===== src/nand_host_map.svh =====
`ifndef NAND_HOST_MAP_SVH
`define NAND_HOST_MAP_SVH
// command codes
`define CMD_READ_SETUP    8'h00
`define CMD_READ_CONFIRM  8'h30
`define CMD_COPY_READ     8'h35
`define CMD_READ_ID       8'h90
`define CMD_RESET         8'hff
`define CMD_PROG_SETUP    8'h80
`define CMD_PROG_CONFIRM  8'h10
`define CMD_CACHE_CONFIRM 8'h15
`define CMD_COPY_PROG     8'h85
`define CMD_ERASE_SETUP   8'h60
`define CMD_ERASE_CONFIRM 8'hd0
`define CMD_RAND_OUT      8'h05
`define CMD_RAND_OUT_CONF 8'he0
`define CMD_STATUS        8'h70
// geometry
`define PAGE_BYTES        12'h840
`define SPARE_FIRST_COL   12'h800
`define SPARE_LAST_COL    12'h83f
`define BLOCK_COUNT       11'h400
// strobe timing: one phase is one 50 ns cycle, three cycles for the read strobe low phase
`define CLK_PERIOD_NS     50
`define WB_MAX_NS         100
`define WB_CYCLES         ((`WB_MAX_NS + `CLK_PERIOD_NS - 1) / `CLK_PERIOD_NS)
`endif


===== src/nand_host_pkg.sv =====
package nand_host_pkg;
  typedef enum logic [3:0] {
    OP_READ, OP_COPY_READ, OP_READ_ID, OP_RESET, OP_PROGRAM, OP_CACHE_PROG,
    OP_COPY_PROG, OP_ERASE, OP_RAND_IN, OP_RAND_OUT, OP_STATUS, OP_DATA_OUT,
    OP_DATA_IN, OP_PROG_CONFIRM, OP_CACHE_CONFIRM
  } op_e;
  typedef enum logic [1:0] {
    CYC_CMD, CYC_ADDR, CYC_DIN, CYC_DOUT
  } cyc_e;
  typedef logic [11:0] col_t;
  typedef logic [15:0] row_t;
  typedef logic [7:0]  byte_t;
endpackage : nand_host_pkg

===== src/nand_cyc_if.sv =====
`timescale 1ns/1ps
interface nand_cyc_if;
  import nand_host_pkg::*;
  logic  start;
  cyc_e  kind;
  byte_t wdata;
  logic  done;
  byte_t rdata;
  modport seq (output start, output kind, output wdata,
               input done, input rdata);
  modport phy (input start, input kind, input wdata,
               output done, output rdata);
endinterface : nand_cyc_if


===== src/nand_bus_cycle.sv =====
`timescale 1ns/1ps
`include "nand_host_map.svh"
// one bus cycle on the pins: strobe low phase then high phase
module nand_bus_cycle (
  input  wire logic               clk,
  input  wire logic               srst,
  nand_cyc_if.phy                 cyc,
  input  wire nand_host_pkg::byte_t io_sync,
  output logic                    cle,
  output logic                    ale,
  output logic                    write_strobe_n,
  output logic                    read_strobe_n,
  output nand_host_pkg::byte_t    io_out,
  output logic                    io_oe
);
  import nand_host_pkg::*;

  typedef enum logic [1:0] {PH_IDLE, PH_LOW, PH_HIGH} ph_e;
  ph_e   ph_q, ph_d;
  cyc_e  kind_q, kind_d;
  byte_t wd_q, wd_d, rd_q, rd_d;
  logic [1:0] lc_q, lc_d;

  ////////////////////////////////////////////////////////////////////////
  // next phase
  always_comb begin
    ph_d   = ph_q;
    kind_d = kind_q;
    wd_d   = wd_q;
    rd_d   = rd_q;
    lc_d   = lc_q;
    case (ph_q)
      PH_IDLE: begin
        if (cyc.start) begin
          ph_d   = PH_LOW;
          lc_d   = 2'd0;
          kind_d = cyc.kind;
          wd_d   = cyc.wdata;
        end
      end
      PH_LOW: begin
        // read strobe held low three cycles so the byte has cleared
        // both input flops before it is taken
        if ((kind_q == CYC_DOUT) && (lc_q != 2'd2)) begin
          lc_d = lc_q + 2'd1;
        end else begin
          ph_d = PH_HIGH;
          if (kind_q == CYC_DOUT) rd_d = io_sync;
        end
      end
      PH_HIGH: ph_d = PH_IDLE;
      default: ph_d = PH_IDLE;
    endcase
  end

  always_ff @(posedge clk) begin
    if (srst) begin
      ph_q   <= PH_IDLE;
      kind_q <= CYC_CMD;
      wd_q   <= 8'h00;
      rd_q   <= 8'h00;
      lc_q   <= 2'd0;
    end else begin
      lc_q   <= lc_d;
      ph_q   <= ph_d;
      kind_q <= kind_d;
      wd_q   <= wd_d;
      rd_q   <= rd_d;
    end
  end

  ////////////////////////////////////////////////////////////////////////
  // pin levels: latches held over the whole cycle, rising edge latches
  // write strobe low with data driven
  // latch selects steer command or address
  assign cle            = (ph_q != PH_IDLE) && (kind_q == CYC_CMD);
  assign ale            = (ph_q != PH_IDLE) && (kind_q == CYC_ADDR);
  assign write_strobe_n = !((ph_q == PH_LOW) && (kind_q != CYC_DOUT));
  assign read_strobe_n  = !((ph_q == PH_LOW) && (kind_q == CYC_DOUT));
  assign io_oe          = (ph_q != PH_IDLE) && (kind_q != CYC_DOUT);
  assign io_out         = wd_q;
  assign cyc.done       = (ph_q == PH_HIGH);
  assign cyc.rdata      = rd_q;

  ////////////////////////////////////////////////////////////////////////
  // checks
  // data held across strobe
  a_write_data_held: assert property (@(posedge clk) disable iff (srst)
    !write_strobe_n |-> io_oe ##1 (write_strobe_n && io_oe &&
    $stable(io_out)))
    else $error("data not held through write strobe");
  a_latch_exclusive: assert property (@(posedge clk) disable iff (srst)
    !(cle && ale)) else $error("both latch selects high");
  a_strobes_exclusive: assert property (@(posedge clk) disable iff (srst)
    !(!write_strobe_n && !read_strobe_n))
    else $error("both strobes low");
  a_cycle_length: assert property (@(posedge clk) disable iff (srst)
    (ph_q == PH_IDLE && cyc.start && cyc.kind != CYC_DOUT) |=> ##1 cyc.done)
    else $error("bus cycle not two phases");
  a_read_length: assert property (@(posedge clk) disable iff (srst)
    (ph_q == PH_IDLE && cyc.start && cyc.kind == CYC_DOUT) |=> ##3 cyc.done)
    else $error("read cycle not four phases");
  c_read_cycle: cover property (@(posedge clk) !read_strobe_n);
  c_cmd_cycle: cover property (@(posedge clk) cle && !write_strobe_n);
endmodule : nand_bus_cycle


===== src/nand_host_ctrl.sv =====
`timescale 1ns/1ps
`include "nand_host_map.svh"
module nand_host_ctrl (
  input  wire logic                 CORE_CLK_IN,
  input  wire logic                 SRST_IN,
  input  wire logic                 REQ_VALID_IN,
  output logic                      REQ_READY_OUT,
  input  wire nand_host_pkg::op_e   REQ_OP_IN,
  input  wire nand_host_pkg::col_t  REQ_COL_IN,
  input  wire nand_host_pkg::row_t  REQ_ROW_IN,
  input  wire nand_host_pkg::byte_t REQ_WDATA_IN,
  input  wire logic                 WRITE_ENABLE_IN,
  output logic                      RDATA_VALID_OUT,
  output nand_host_pkg::byte_t      RDATA_OUT,
  output logic                      REJECT_OUT,
  output logic                      BUSY_OUT,
  output logic                      CHIP_SELECT_N_OUT,
  output logic                      CMD_LATCH_OUT,
  output logic                      ADDR_LATCH_OUT,
  output logic                      WRITE_STROBE_N_OUT,
  output logic                      READ_STROBE_N_OUT,
  output logic                      WRITE_GUARD_N_OUT,
  input  wire nand_host_pkg::byte_t IO_IN,
  output nand_host_pkg::byte_t      IO_OUT,
  output logic                      IO_OE_OUT,
  input  wire logic                 READY_BUSY_IN
);
  import nand_host_pkg::*;

  // command plan for an op: which bytes in which order
  function automatic logic is_busy_op(input op_e op);
    is_busy_op = (op == OP_READ) || (op == OP_COPY_READ) ||
                 (op == OP_PROGRAM) || (op == OP_CACHE_PROG) ||
                 (op == OP_COPY_PROG) || (op == OP_ERASE) ||
                 (op == OP_PROG_CONFIRM) || (op == OP_CACHE_CONFIRM) ||
                 (op == OP_RESET);
  endfunction : is_busy_op

  function automatic logic is_array_op(input op_e op);
    is_array_op = (op == OP_PROGRAM) || (op == OP_CACHE_PROG) ||
                  (op == OP_COPY_PROG) || (op == OP_ERASE);
  endfunction : is_array_op

  // first command byte; only codes from the defined set
  function automatic byte_t first_code(input op_e op);
    case (op)
      OP_READ, OP_COPY_READ: first_code = `CMD_READ_SETUP;
      OP_READ_ID:            first_code = `CMD_READ_ID;
      OP_RESET:              first_code = `CMD_RESET;
      OP_PROGRAM,
      OP_CACHE_PROG:         first_code = `CMD_PROG_SETUP;
      OP_COPY_PROG,
      OP_RAND_IN:            first_code = `CMD_COPY_PROG;
      OP_ERASE:              first_code = `CMD_ERASE_SETUP;
      OP_RAND_OUT:           first_code = `CMD_RAND_OUT;
      default:               first_code = `CMD_STATUS;
    endcase
  endfunction : first_code

  function automatic byte_t second_code(input op_e op);
    case (op)
      OP_READ:       second_code = `CMD_READ_CONFIRM;
      OP_COPY_READ:  second_code = `CMD_COPY_READ;
      OP_CACHE_PROG,
      OP_CACHE_CONFIRM: second_code = `CMD_CACHE_CONFIRM;
      OP_ERASE:      second_code = `CMD_ERASE_CONFIRM;
      OP_RAND_OUT:   second_code = `CMD_RAND_OUT_CONF;
      default:       second_code = `CMD_PROG_CONFIRM;
    endcase
  endfunction : second_code

  typedef enum logic [2:0] {
    S_IDLE, S_CMD1, S_ADDR, S_CMD2, S_WAIT_WB, S_ONE
  } st_e;

  ////////////////////////////////////////////////////////////////////////
  // pin input synchronisers
  logic  rb_meta_q, rb_q;
  byte_t io_meta_q, io_sync_q;
  always_ff @(posedge CORE_CLK_IN) begin
    if (SRST_IN) begin
      rb_meta_q <= 1'b1;
      rb_q      <= 1'b1;
      io_meta_q <= 8'h00;
      io_sync_q <= 8'h00;
    end else begin
      rb_meta_q <= READY_BUSY_IN;
      rb_q      <= rb_meta_q;
      io_meta_q <= IO_IN;
      io_sync_q <= io_meta_q;
    end
  end

  ////////////////////////////////////////////////////////////////////////
  // bus cycle engine
  nand_cyc_if cyc ();
  nand_bus_cycle u_cycle (
    .clk            (CORE_CLK_IN),
    .srst           (SRST_IN),
    .cyc            (cyc),
    .io_sync        (io_sync_q),
    .cle            (CMD_LATCH_OUT),
    .ale            (ADDR_LATCH_OUT),
    .write_strobe_n (WRITE_STROBE_N_OUT),
    .read_strobe_n  (READ_STROBE_N_OUT),
    .io_out         (IO_OUT),
    .io_oe          (IO_OE_OUT)
  );

  ////////////////////////////////////////////////////////////////////////
  // sequencer state
  st_e        st_q, st_d;
  op_e        op_q, op_d;
  col_t       col_q, col_d;
  row_t       row_q, row_d;
  byte_t      wd_q, wd_d;
  logic [1:0] ai_q, ai_d;
  logic [2:0] wb_q, wb_d;
  logic       busy_q, busy_d;
  logic       rv_q, rv_d;
  byte_t      rdata_q, rdata_d;
  logic       rej_q, rej_d;
  logic       go;
  logic       allowed;
  logic [1:0] last_ai;

  // new ops only when ready, except reset and status
  assign allowed = !busy_q || (REQ_OP_IN == OP_RESET) ||
                   (REQ_OP_IN == OP_STATUS);
  assign REQ_READY_OUT = (st_q == S_IDLE);
  assign go = REQ_VALID_IN && REQ_READY_OUT && allowed;
  // four cycles from col; erase starts at row cycles
  assign last_ai = 2'd3;

  always_comb begin
    st_d    = st_q;
    op_d    = op_q;
    col_d   = col_q;
    row_d   = row_q;
    wd_d    = wd_q;
    ai_d    = ai_q;
    wb_d    = wb_q;
    busy_d  = busy_q;
    rv_d    = 1'b0;
    rdata_d = rdata_q;
    rej_d   = REQ_VALID_IN && REQ_READY_OUT && !allowed;
    cyc.start = 1'b0;
    cyc.kind  = CYC_CMD;
    cyc.wdata = first_code(op_q);
    // ready seen again ends the tracked busy period
    if (busy_q && rb_q && (st_q != S_WAIT_WB)) busy_d = 1'b0;
    case (st_q)
      S_IDLE: begin
        if (go) begin
          op_d  = REQ_OP_IN;
          col_d = REQ_COL_IN;
          row_d = REQ_ROW_IN;
          wd_d  = REQ_WDATA_IN;
          ai_d  = (REQ_OP_IN == OP_ERASE) ? 2'd2 : 2'd0;
          if ((REQ_OP_IN == OP_DATA_OUT) || (REQ_OP_IN == OP_DATA_IN))
            st_d = S_ONE;
          else if ((REQ_OP_IN == OP_PROG_CONFIRM) ||
                   (REQ_OP_IN == OP_CACHE_CONFIRM))
            st_d = S_CMD2;
          else
            st_d = S_CMD1;
        end
      end
      // first command cycle; the only command cycle for reset, status, id
      S_CMD1: begin
        cyc.start = 1'b1;
        if (cyc.done) begin
          if (op_q == OP_RESET || op_q == OP_STATUS) st_d = S_WAIT_WB;
          else if (op_q == OP_READ_ID) st_d = S_ADDR;
          else st_d = S_ADDR;
          if (op_q == OP_STATUS) st_d = S_IDLE;
          if (op_q == OP_RESET) busy_d = 1'b1;
          if (op_q == OP_RESET) wb_d = 3'd0;
        end
      end
      // column low, column high, row low, row high
      S_ADDR: begin
        cyc.start = 1'b1;
        cyc.kind  = CYC_ADDR;
        case (ai_q)
          2'd0:    cyc.wdata = col_q[7:0];
          2'd1:    cyc.wdata = {4'h0, col_q[11:8]};
          2'd2:    cyc.wdata = row_q[7:0];
          default: cyc.wdata = row_q[15:8];
        endcase
        if (op_q == OP_READ_ID) cyc.wdata = 8'h00;
        if (cyc.done) begin
          ai_d = ai_q + 2'd1;
          // column change sends only column cycles
          if ((op_q == OP_READ_ID) ||
              ((op_q == OP_RAND_IN) && (ai_q == 2'd1))) st_d = S_IDLE;
          else if ((op_q == OP_RAND_OUT) && (ai_q == 2'd1)) st_d = S_CMD2;
          else if ((op_q == OP_COPY_PROG) && (ai_q == last_ai))
            st_d = S_CMD2;
          else if (ai_q == last_ai)
            st_d = (op_q == OP_PROGRAM || op_q == OP_CACHE_PROG) ?
                   S_IDLE : S_CMD2;
        end
      end
      S_CMD2: begin
        cyc.start = 1'b1;
        cyc.wdata = second_code(op_q);
        if (cyc.done) begin
          busy_d = is_busy_op(op_q);
          wb_d   = 3'd0;
          st_d   = busy_d ? S_WAIT_WB : S_IDLE;
        end
      end
      // allow the device its busy delay before sampling ready
      S_WAIT_WB: begin
        wb_d = wb_q + 3'd1;
        if (wb_q == 3'(`WB_CYCLES + 2)) st_d = S_IDLE;
      end
      // one data byte per strobe; data input or data output cycle
      S_ONE: begin
        cyc.start = 1'b1;
        cyc.kind  = (op_q == OP_DATA_OUT) ? CYC_DOUT : CYC_DIN;
        cyc.wdata = wd_q;
        if (cyc.done) begin
          st_d    = S_IDLE;
          rv_d    = (op_q == OP_DATA_OUT);
          rdata_d = cyc.rdata;
        end
      end
      default: st_d = S_IDLE;
    endcase
  end

  always_ff @(posedge CORE_CLK_IN) begin
    if (SRST_IN) begin
      st_q    <= S_IDLE;
      op_q    <= OP_STATUS;
      col_q   <= 12'h000;
      row_q   <= 16'h0000;
      wd_q    <= 8'h00;
      ai_q    <= 2'd0;
      wb_q    <= 3'd0;
      busy_q  <= 1'b0;
      rv_q    <= 1'b0;
      rdata_q <= 8'h00;
      rej_q   <= 1'b0;
    end else begin
      st_q    <= st_d;
      op_q    <= op_d;
      col_q   <= col_d;
      row_q   <= row_d;
      wd_q    <= wd_d;
      ai_q    <= ai_d;
      wb_q    <= wb_d;
      busy_q  <= busy_d;
      rv_q    <= rv_d;
      rdata_q <= rdata_d;
      rej_q   <= rej_d;
    end
  end

  ////////////////////////////////////////////////////////////////////////
  // outputs
  assign RDATA_VALID_OUT   = rv_q;
  assign RDATA_OUT         = rdata_q;
  assign REJECT_OUT        = rej_q;
  assign BUSY_OUT          = busy_q;
  assign CHIP_SELECT_N_OUT = 1'b0;
  // guard low unless program or erase is allowed
  assign WRITE_GUARD_N_OUT = WRITE_ENABLE_IN;

  ////////////////////////////////////////////////////////////////////////
  // checks
  // no command but reset or status while busy
  a_busy_gate: assert property (@(posedge CORE_CLK_IN) disable iff (SRST_IN)
    (busy_q && CMD_LATCH_OUT && !WRITE_STROBE_N_OUT) |->
    (IO_OUT == `CMD_RESET || IO_OUT == `CMD_STATUS))
    else $error("command other than reset or status sent while busy");
  a_defined_codes: assert property (@(posedge CORE_CLK_IN)
    disable iff (SRST_IN) (CMD_LATCH_OUT && !WRITE_STROBE_N_OUT) |->
    (IO_OUT inside {8'h00, 8'h30, 8'h35, 8'h90, 8'hff, 8'h80, 8'h10,
     8'h15, 8'h85, 8'h60, 8'hd0, 8'h05, 8'he0, 8'h70}))
    else $error("undefined command code sent");
  // second column cycle keeps upper nibble low
  a_col_high_zero: assert property (@(posedge CORE_CLK_IN)
    disable iff (SRST_IN) (st_q == S_ADDR && ai_q == 2'd1 &&
    ADDR_LATCH_OUT && !WRITE_STROBE_N_OUT && op_q != OP_READ_ID) |->
    IO_OUT[7:4] == 4'h0)
    else $error("reserved column bits not low");
  a_erase_rows: assert property (@(posedge CORE_CLK_IN)
    disable iff (SRST_IN) (st_q == S_CMD1 && op_q == OP_ERASE && cyc.done)
    |=> ai_q == 2'd2) else $error("erase sent column cycles");
  a_read_confirm: assert property (@(posedge CORE_CLK_IN)
    disable iff (SRST_IN) (st_q == S_CMD2 && op_q == OP_READ &&
    !WRITE_STROBE_N_OUT) |-> IO_OUT == `CMD_READ_CONFIRM)
    else $error("wrong read confirm");
  a_erase_busy: assert property (@(posedge CORE_CLK_IN)
    disable iff (SRST_IN) (st_q == S_CMD2 && op_q == OP_ERASE && cyc.done)
    |=> busy_q) else $error("erase did not set busy");
  // read byte returned four cycles after its strobe falls
  a_read_return: assert property (@(posedge CORE_CLK_IN)
    disable iff (SRST_IN) (st_q == S_ONE && op_q == OP_DATA_OUT &&
    $fell(READ_STROBE_N_OUT)) |-> ##4 RDATA_VALID_OUT)
    else $error("read byte not returned");
  // ready seen while idle ends busy on the next edge
  a_ready_ends: assert property (@(posedge CORE_CLK_IN)
    disable iff (SRST_IN) (busy_q && rb_q && st_q == S_IDLE) |=> !busy_q)
    else $error("busy held after ready");
  c_erase: cover property (@(posedge CORE_CLK_IN) st_q == S_CMD2 &&
    op_q == OP_ERASE && cyc.done);
  c_read_data: cover property (@(posedge CORE_CLK_IN) RDATA_VALID_OUT);
  c_reject: cover property (@(posedge CORE_CLK_IN) REJECT_OUT);
endmodule : nand_host_ctrl


===== config.mk =====
export PLATFORM = sky130hd
export DESIGN_NAME = nand_host_ctrl
export DESIGN_NICKNAME = d
export VERILOG_FILES = /design/src/nand_host_pkg.sv /design/src/nand_cyc_if.sv /design/src/nand_bus_cycle.sv /design/src/nand_host_ctrl.sv
export VERILOG_INCLUDE_DIRS = /design/src
export SDC_FILE = /design/constraint.sdc
export NUM_CORES = 1
export LEC_CHECK = 0
export BUFFER_PORTS_ARGS = -buffer_cell sky130_fd_sc_hd__clkbuf_2
export CAP_MARGIN = 15
export CORE_ASPECT_RATIO = 1.75
export CORE_UTILIZATION = 50
export DETAILED_ROUTE_END_ITERATION = 8
export PLACE_DENSITY = 0.81
export SYNTH_ARGS = -nofsm -noshare
export SYNTH_HDL_FRONTEND = slang
export SYNTH_SLANG_ARGS = --single-unit
export TNS_END_PERCENT = 100

===== constraint.sdc =====
create_clock -name CORE_CLK_IN -period 2.1 [get_ports CORE_CLK_IN]
set_input_delay 0.21 -clock CORE_CLK_IN [delete_from_list [all_inputs] [get_ports CORE_CLK_IN]]
set_output_delay 0.21 -clock CORE_CLK_IN [all_outputs]
set_load 0.01 [all_outputs]

Word-level counts from Yosys, hierarchy flattened --
Memory sizes are Yosys's and may differ from the RTL's. A register that Yosys moved wholly into a read port is not among the register bits. Index checks and enable logic that the tools add are counted.
Word-level totals: bits in read-only memories 128, register bits 99, bits in writable memories 0, latch bits 0, word-level logic and storage cells 172, memories 1
Memory list:
- (name not given) | depth 16, bits a word 8, read ports 1, clocked after memory_dff 1, write ports 0, line nand_host_ctrl.sv:46 | case (op)
Operators by class: multiply operators 0, shifts and indexed selects 0, order comparisons 0, eq/ne operators 47, multiplexer cells 44, bitwise operators 3, reduce and logical (&&, ||, !) cells 54, add/subtract/negate cells 3, div/mod/pow operators 0
Operators by type and width (count):
- 2-to-1 mux 3 bit | 16
- one-hot mux 8 bit (3 select lines) | 2
- == test 4 bit, second input constant | 11
- one-hot mux 8 bit (5 select lines) | 1
- == test 4 x 3 -> 1 bit, second input constant | 5
- inequality test 2 bit, second input constant | 10
- 2-to-1 mux 2 bit | 9
- one-hot mux 3 bit (6 select lines) | 1
- one-hot mux 2 bit (2 select lines) | 4
- logical OR 1 bit | 15
- logical AND 1 bit | 14
- == test 4 x 2 -> 1 bit, second input constant | 3
- == test 3 bit, second input constant | 3
- one-hot mux 3 bit (3 select lines) | 1
- AND reduction 3 bit | 3
- == test 2 bit, second input constant | 4
- 2-to-1 mux 4 bit | 2
- 2-to-1 mux 8 bit | 1
- AND reduction 2 bit | 4
- AND reduction 7 bit | 1
- == test 2 x 1 -> 1 bit, second input constant | 3
- == test 3 x 2 -> 1 bit, second input constant | 2
- zero test 2 bit | 3
- 2-to-1 mux 1 bit | 6
- other kinds (18) | 27

Longest topological paths before layout --
word-level depth 12, mapped depth 8, mapped depth without buffers 7

Modules after synthesis --
From an unflattened synthesis, not the netlist that was laid out.
Second synthesis, totals: cells, all modules 577, area total of the unflattened synthesis 4693.3 µm²
Modules (own cells, without submodules):
- nand_host_ctrl | area each 3727.3 µm², times used 1, cells each 471, seq. area each 1641.6 µm²
- nand_bus_cycle | area each 965.9 µm², times used 1, cells each 106, seq. area each 440.4 µm²

Worst setup path after synthesis --
Ideal clock, no wire load.
path kind register to register, from reg op_q[3], to reg st_q[0], cell stages (with the launch flop) 6, path buffers 0, arrival 1960 ps, required time 2033 ps, slack 73 ps, setup time 67 ps, cells stage by stage dfxtp_1 > or4b_4 > nor4b_4 > a2111o_1 > a2111o_1 > a21oi_2
Between the ends: word-level cells in the longest chain between the ends 9
RTL lines:
- from (decl) | line nand_host_ctrl.sv:113 | op_e op_q, op_d;
- from (signal assigned) | line nand_host_ctrl.sv:249 | op_q <= op_d;
- == test 4 x 3 -> 1 bit | line nand_host_ctrl.sv:201 | st_d = (op_q == OP_PROGRAM || op_q == OP_CACHE_PROG) ?
- logical OR 1 bit | line nand_host_ctrl.sv:201
- 2-to-1 mux 2 bit | line nand_host_ctrl.sv:201
- 2-to-1 mux 3 bit | line nand_host_ctrl.sv:200 | else if (ai_q == last_ai)
- 2-to-1 mux 3 bit | line nand_host_ctrl.sv:198 | else if ((op_q == OP_COPY_PROG) && (ai_q == last_ai))
- 2-to-1 mux 3 bit | line nand_host_ctrl.sv:197 | else if ((op_q == OP_RAND_OUT) && (ai_q == 2'd1)) st_d = S_CMD2;
- 2-to-1 mux 3 bit | line nand_host_ctrl.sv:195 | if ((op_q == OP_READ_ID) ||
- 2-to-1 mux 3 bit | line nand_host_ctrl.sv:192 | if (cyc.done) begin
- one-hot mux 3 bit (6 select lines) | line nand_host_ctrl.sv:152 | case (st_q)
- to (signal assigned) | line nand_host_ctrl.sv:248 | st_q <= st_d;
- to (decl) | line nand_host_ctrl.sv:112 | st_e st_q, st_d;
Several ways; a longest one is shown, not always the timed one. The select of a mux whose other input is x is not followed. A chain may end at the register's enable or synchronous reset.

Worst setup path in the final report --
Same ends and word-level chain as after synthesis.

==> run_results.csv <==
group,metric,value,unit
clocking,cts_hold_buffers,0,
status,status,"complete, no violations",
critical_path,max_stage_delay,0.54,ns
synthesis,yosys.area.top_type,"dfxtp_1",
synthesis,async_reset_ff_share,0,%
floorplan,core,8730,um2
route,drcViolationCount,0,
place,dpl_cell_area,5120,um2
global_route,grt_max_degree,48,
synthesis,synth_cells,545,
route,drtAntennaViolNets,0,
critical_path,cp_data_required_time,2.38,ns
clocking,root_buffer,"clkbuf_16",
floorplan,die_area,9440,um2
synthesis,synth_cell_types,63,
finish,syn2layout_area_growth,20.0,%
critical_path,crit_family,"compound AO/OA/AOI/OAI gates",
clocking,clk_latency,0.34,ns
synthesis,ys_warn_count,0,
route,drtIter0Drc,288,
floorplan,start_util,51.8,%
power,p_per_area,1130,nW/um2
global_route,first_global_vias,3933,
timing,timing.fmax,503,MHz
global_route,antenna_found_initial,0,
synthesis,synth_fp_nets,605,
place,io_buffers,76,
critical_path,endpoint_kind,"flip-flop",
critical_path,cpMaxStageDelayCell,"or4b_4",
job,maxCapViolations,0,
floorplan,rows,45,
route,post_drt_wl_per_cell,14.9,um
clocking,ctsResizeCount,0,
timing,maxSlewViolCount,0,
floorplan,ios,80,
route,drt_first_pass_iters,7,
global_route,grt_usage,25.2,%
critical_path,cp_num_buf_inv,0,
timing,fin_crit_sh,94.6,%
timing,hold_viol,0,
finish,diodes,0,
power,max-vdd-ir-drop,0.842,mV
finish,drive_gt1_share,21.9,%
synthesis,postSynthAreaPerCell,8.29,um2
timing,worst_pin_slew,0.509,ns
clocking,cts.clk_slew.worst_paths,0.07,ns
timing,fin_setup_tns,0,ns
timing,fin_crit,1.99,ns
floorplan,dieHeight,128,um
clocking,cts_setup_buffers,0,
clocking,htree_levels,3,
synthesis,synth_area,4520,um2
critical_path,cp_max_fo,6,
global_route,grt_pass1_wl,18100,um
critical_path,critPathMostFrequentCell,"a2111o_1",
clocking,cts_tree,"built",
floorplan,die_w,73.9,um
critical_path,worstPathCellList,"or4b_4 > nor4b_4 > a2111o_1 > a2111o_1 > a21oi_2",
synthesis,synth.area.top_cells,"dfxtp_1 (46%), nand2_1 (9.2%), a21oi_1 (7.2%)",
timing,slew_headroom,66.0,%
power,leakage,2.25,nW
timing,fin_worst_skew,0.00492,ns
synthesis,synth-edff-count,0,
critical_path,worst_ep_arrival_time,2.26,ns
route,vias,4113,
critical_path,worst-setup-path-type,"flip-flop to flip-flop",
route,routed_wl,11100,um
synthesis,yosys_most_used_dff,"dfxtp_1",
synthesis,synth_top_area_share,46.1,%
timing,rsz0062_at_grt,"false",
finish,nets,685,
place,dp_hpwl,8430,um
clocking,cts_buffer_depth,2,
critical_path,start_kind,"flip-flop",
clocking,clock_sinks,104,
finish,fin_area,5430,um2
clocking,cts_inserted_buffers,9,
synthesis,ys_ff_latch,104,
timing,setup_viol,0,
global_route,gr-total-overflow,0,
power,power,6.15,mW
synthesis,ys_seq_area_share,46.1,%
route,routed_via_density,5.51,
min_path,hp-class,"primary input to flip-flop",
place,gp_congestion,0.947,
==> state kept, by name, summed over array words and instances (netlist names), 4 cells and up, named ones only <==
signal / count
io_sync_q: 8
op_q: 4
RDATA_OUT: 8
u_cycle.cyc.rdata: 8
u_cycle.io_out: 8
io_meta_q: 8
wd_q: 8
col_q: 12
row_q: 16
==> metal layers <==
metal  GRT usage, %  vias to the layer above  part of all wire [%]
met5              0                        -                     0
met4           16.9                        0                   5.4
met3           5.58                       42                   4.1
met2           44.3                      118                    52
met1           25.9                     1910                    38
li1               -                     2043                     -
==> final timing paths <==
kind	startpoint	depth (start not counted)	to	slack, ns
worst min-delay path	READY_BUSY_IN	2	rb_meta_q	0.06
worst max register to register	op_q[3]	5	st_q[0]	0.11
worst min register to register	rb_meta_q	1	rb_q	0.42
worst max-delay path	op_q[3]	5	st_q[0]	0.11
==> area by class of cell <==
cell class                 count  area, um2
sequential                   104       2080
inverter                      12       45.0
clock inverter                 7       76.3
multi-input combinational    393       2250
clock buffer                   9        225
timing repair buffer         105        598
tap                          117        146
fill                         772       3300
==> worst register-to-register path: cells and delay by family (launching register included) <==
kind	cells	cell delay [ns]
DFF	1	0.32
AOI/OAI and AO/OA	3	0.92
and+or+nand+nor	2	0.69
==> logic make-up (layout without fill, tap and decap cells) <==
logic type	count (synthesis)	count (layout)	share of synthesized area [%]
other	1	1	0.0830
buffers and inverters	48	133	4.23
muxes	18	18	4.01
DFF	104	104	46.1
AOI/OAI and AO/OA	145	145	19.6
adders and majority gates	7	7	1.94
and+or+nand+nor	215	215	22.7
xor gates and xnor gates	7	7	1.36
==> cells in the final DEF (no fill, tap or decap), types with 3 or more instances in the layout <==
cell type	instances
o211ai_1	4
a21oi_1	65
o21ai_1	16
a22oi_1	8
o21ai_0	15
buf_4	29
ha_1	7
nand2b_1	8
inv_2	3
nor2_1	32
o22ai_1	3
a222oi_1	4
dfxtp_1	102
a31oi_1	4
mux2i_1	17
nor3_1	10
clkbuf_16	9
clkbuf_2	76
nand2_1	111
xor2_1	5
and3_1	3
nor2b_1	22
inv_1	8
nand3_1	10
==> cells in the mapped netlist, types with 10 or more instances <==
| cell | count |
|---|---|
| clkbuf_1 | 30 |
| nor2_1 | 33 |
| nand2_1 | 111 |
| nor3_1 | 10 |
| nor2b_1 | 22 |
| o21ai_0 | 15 |
| mux2i_1 | 17 |
| a21oi_1 | 65 |
| dfxtp_1 | 104 |
| nand3_1 | 10 |
| o21ai_1 | 16 |
==> power by group <==
part / total, mW / internal (mW) / switching (mW) / leakage, nW
logic: 1.94 / 0.783 / 1.15 / 1.25
clock network: 1.69 / 0.937 / 0.752 / 0.148
registers: 2.52 / 2.29 / 0.229 / 0.851
total: 6.15 / 4.01 / 2.13 / 2.25
==> through the flow <==
| step | hold slack [ns] | setup slack, ns | cells | util [%] |
|---|---|---|---|---|
| finish | 0.0627 | 0.114 | 747 | 62.2 |
| detailed placement | 0.411 | 0.0323 | 731 | 58.7 |
| floorplan | 0.303 | 0.0728 | 545 | - |
| CTS | 0.0495 | 0.0162 | 747 | 62.1 |
| global route | 0.0433 | 0.0474 | 747 | 62.2 |
| global placement | 0.405 | 0.0657 | 731 | 58.7 |
No activity file was read; power rests on OpenSTA's default activity.
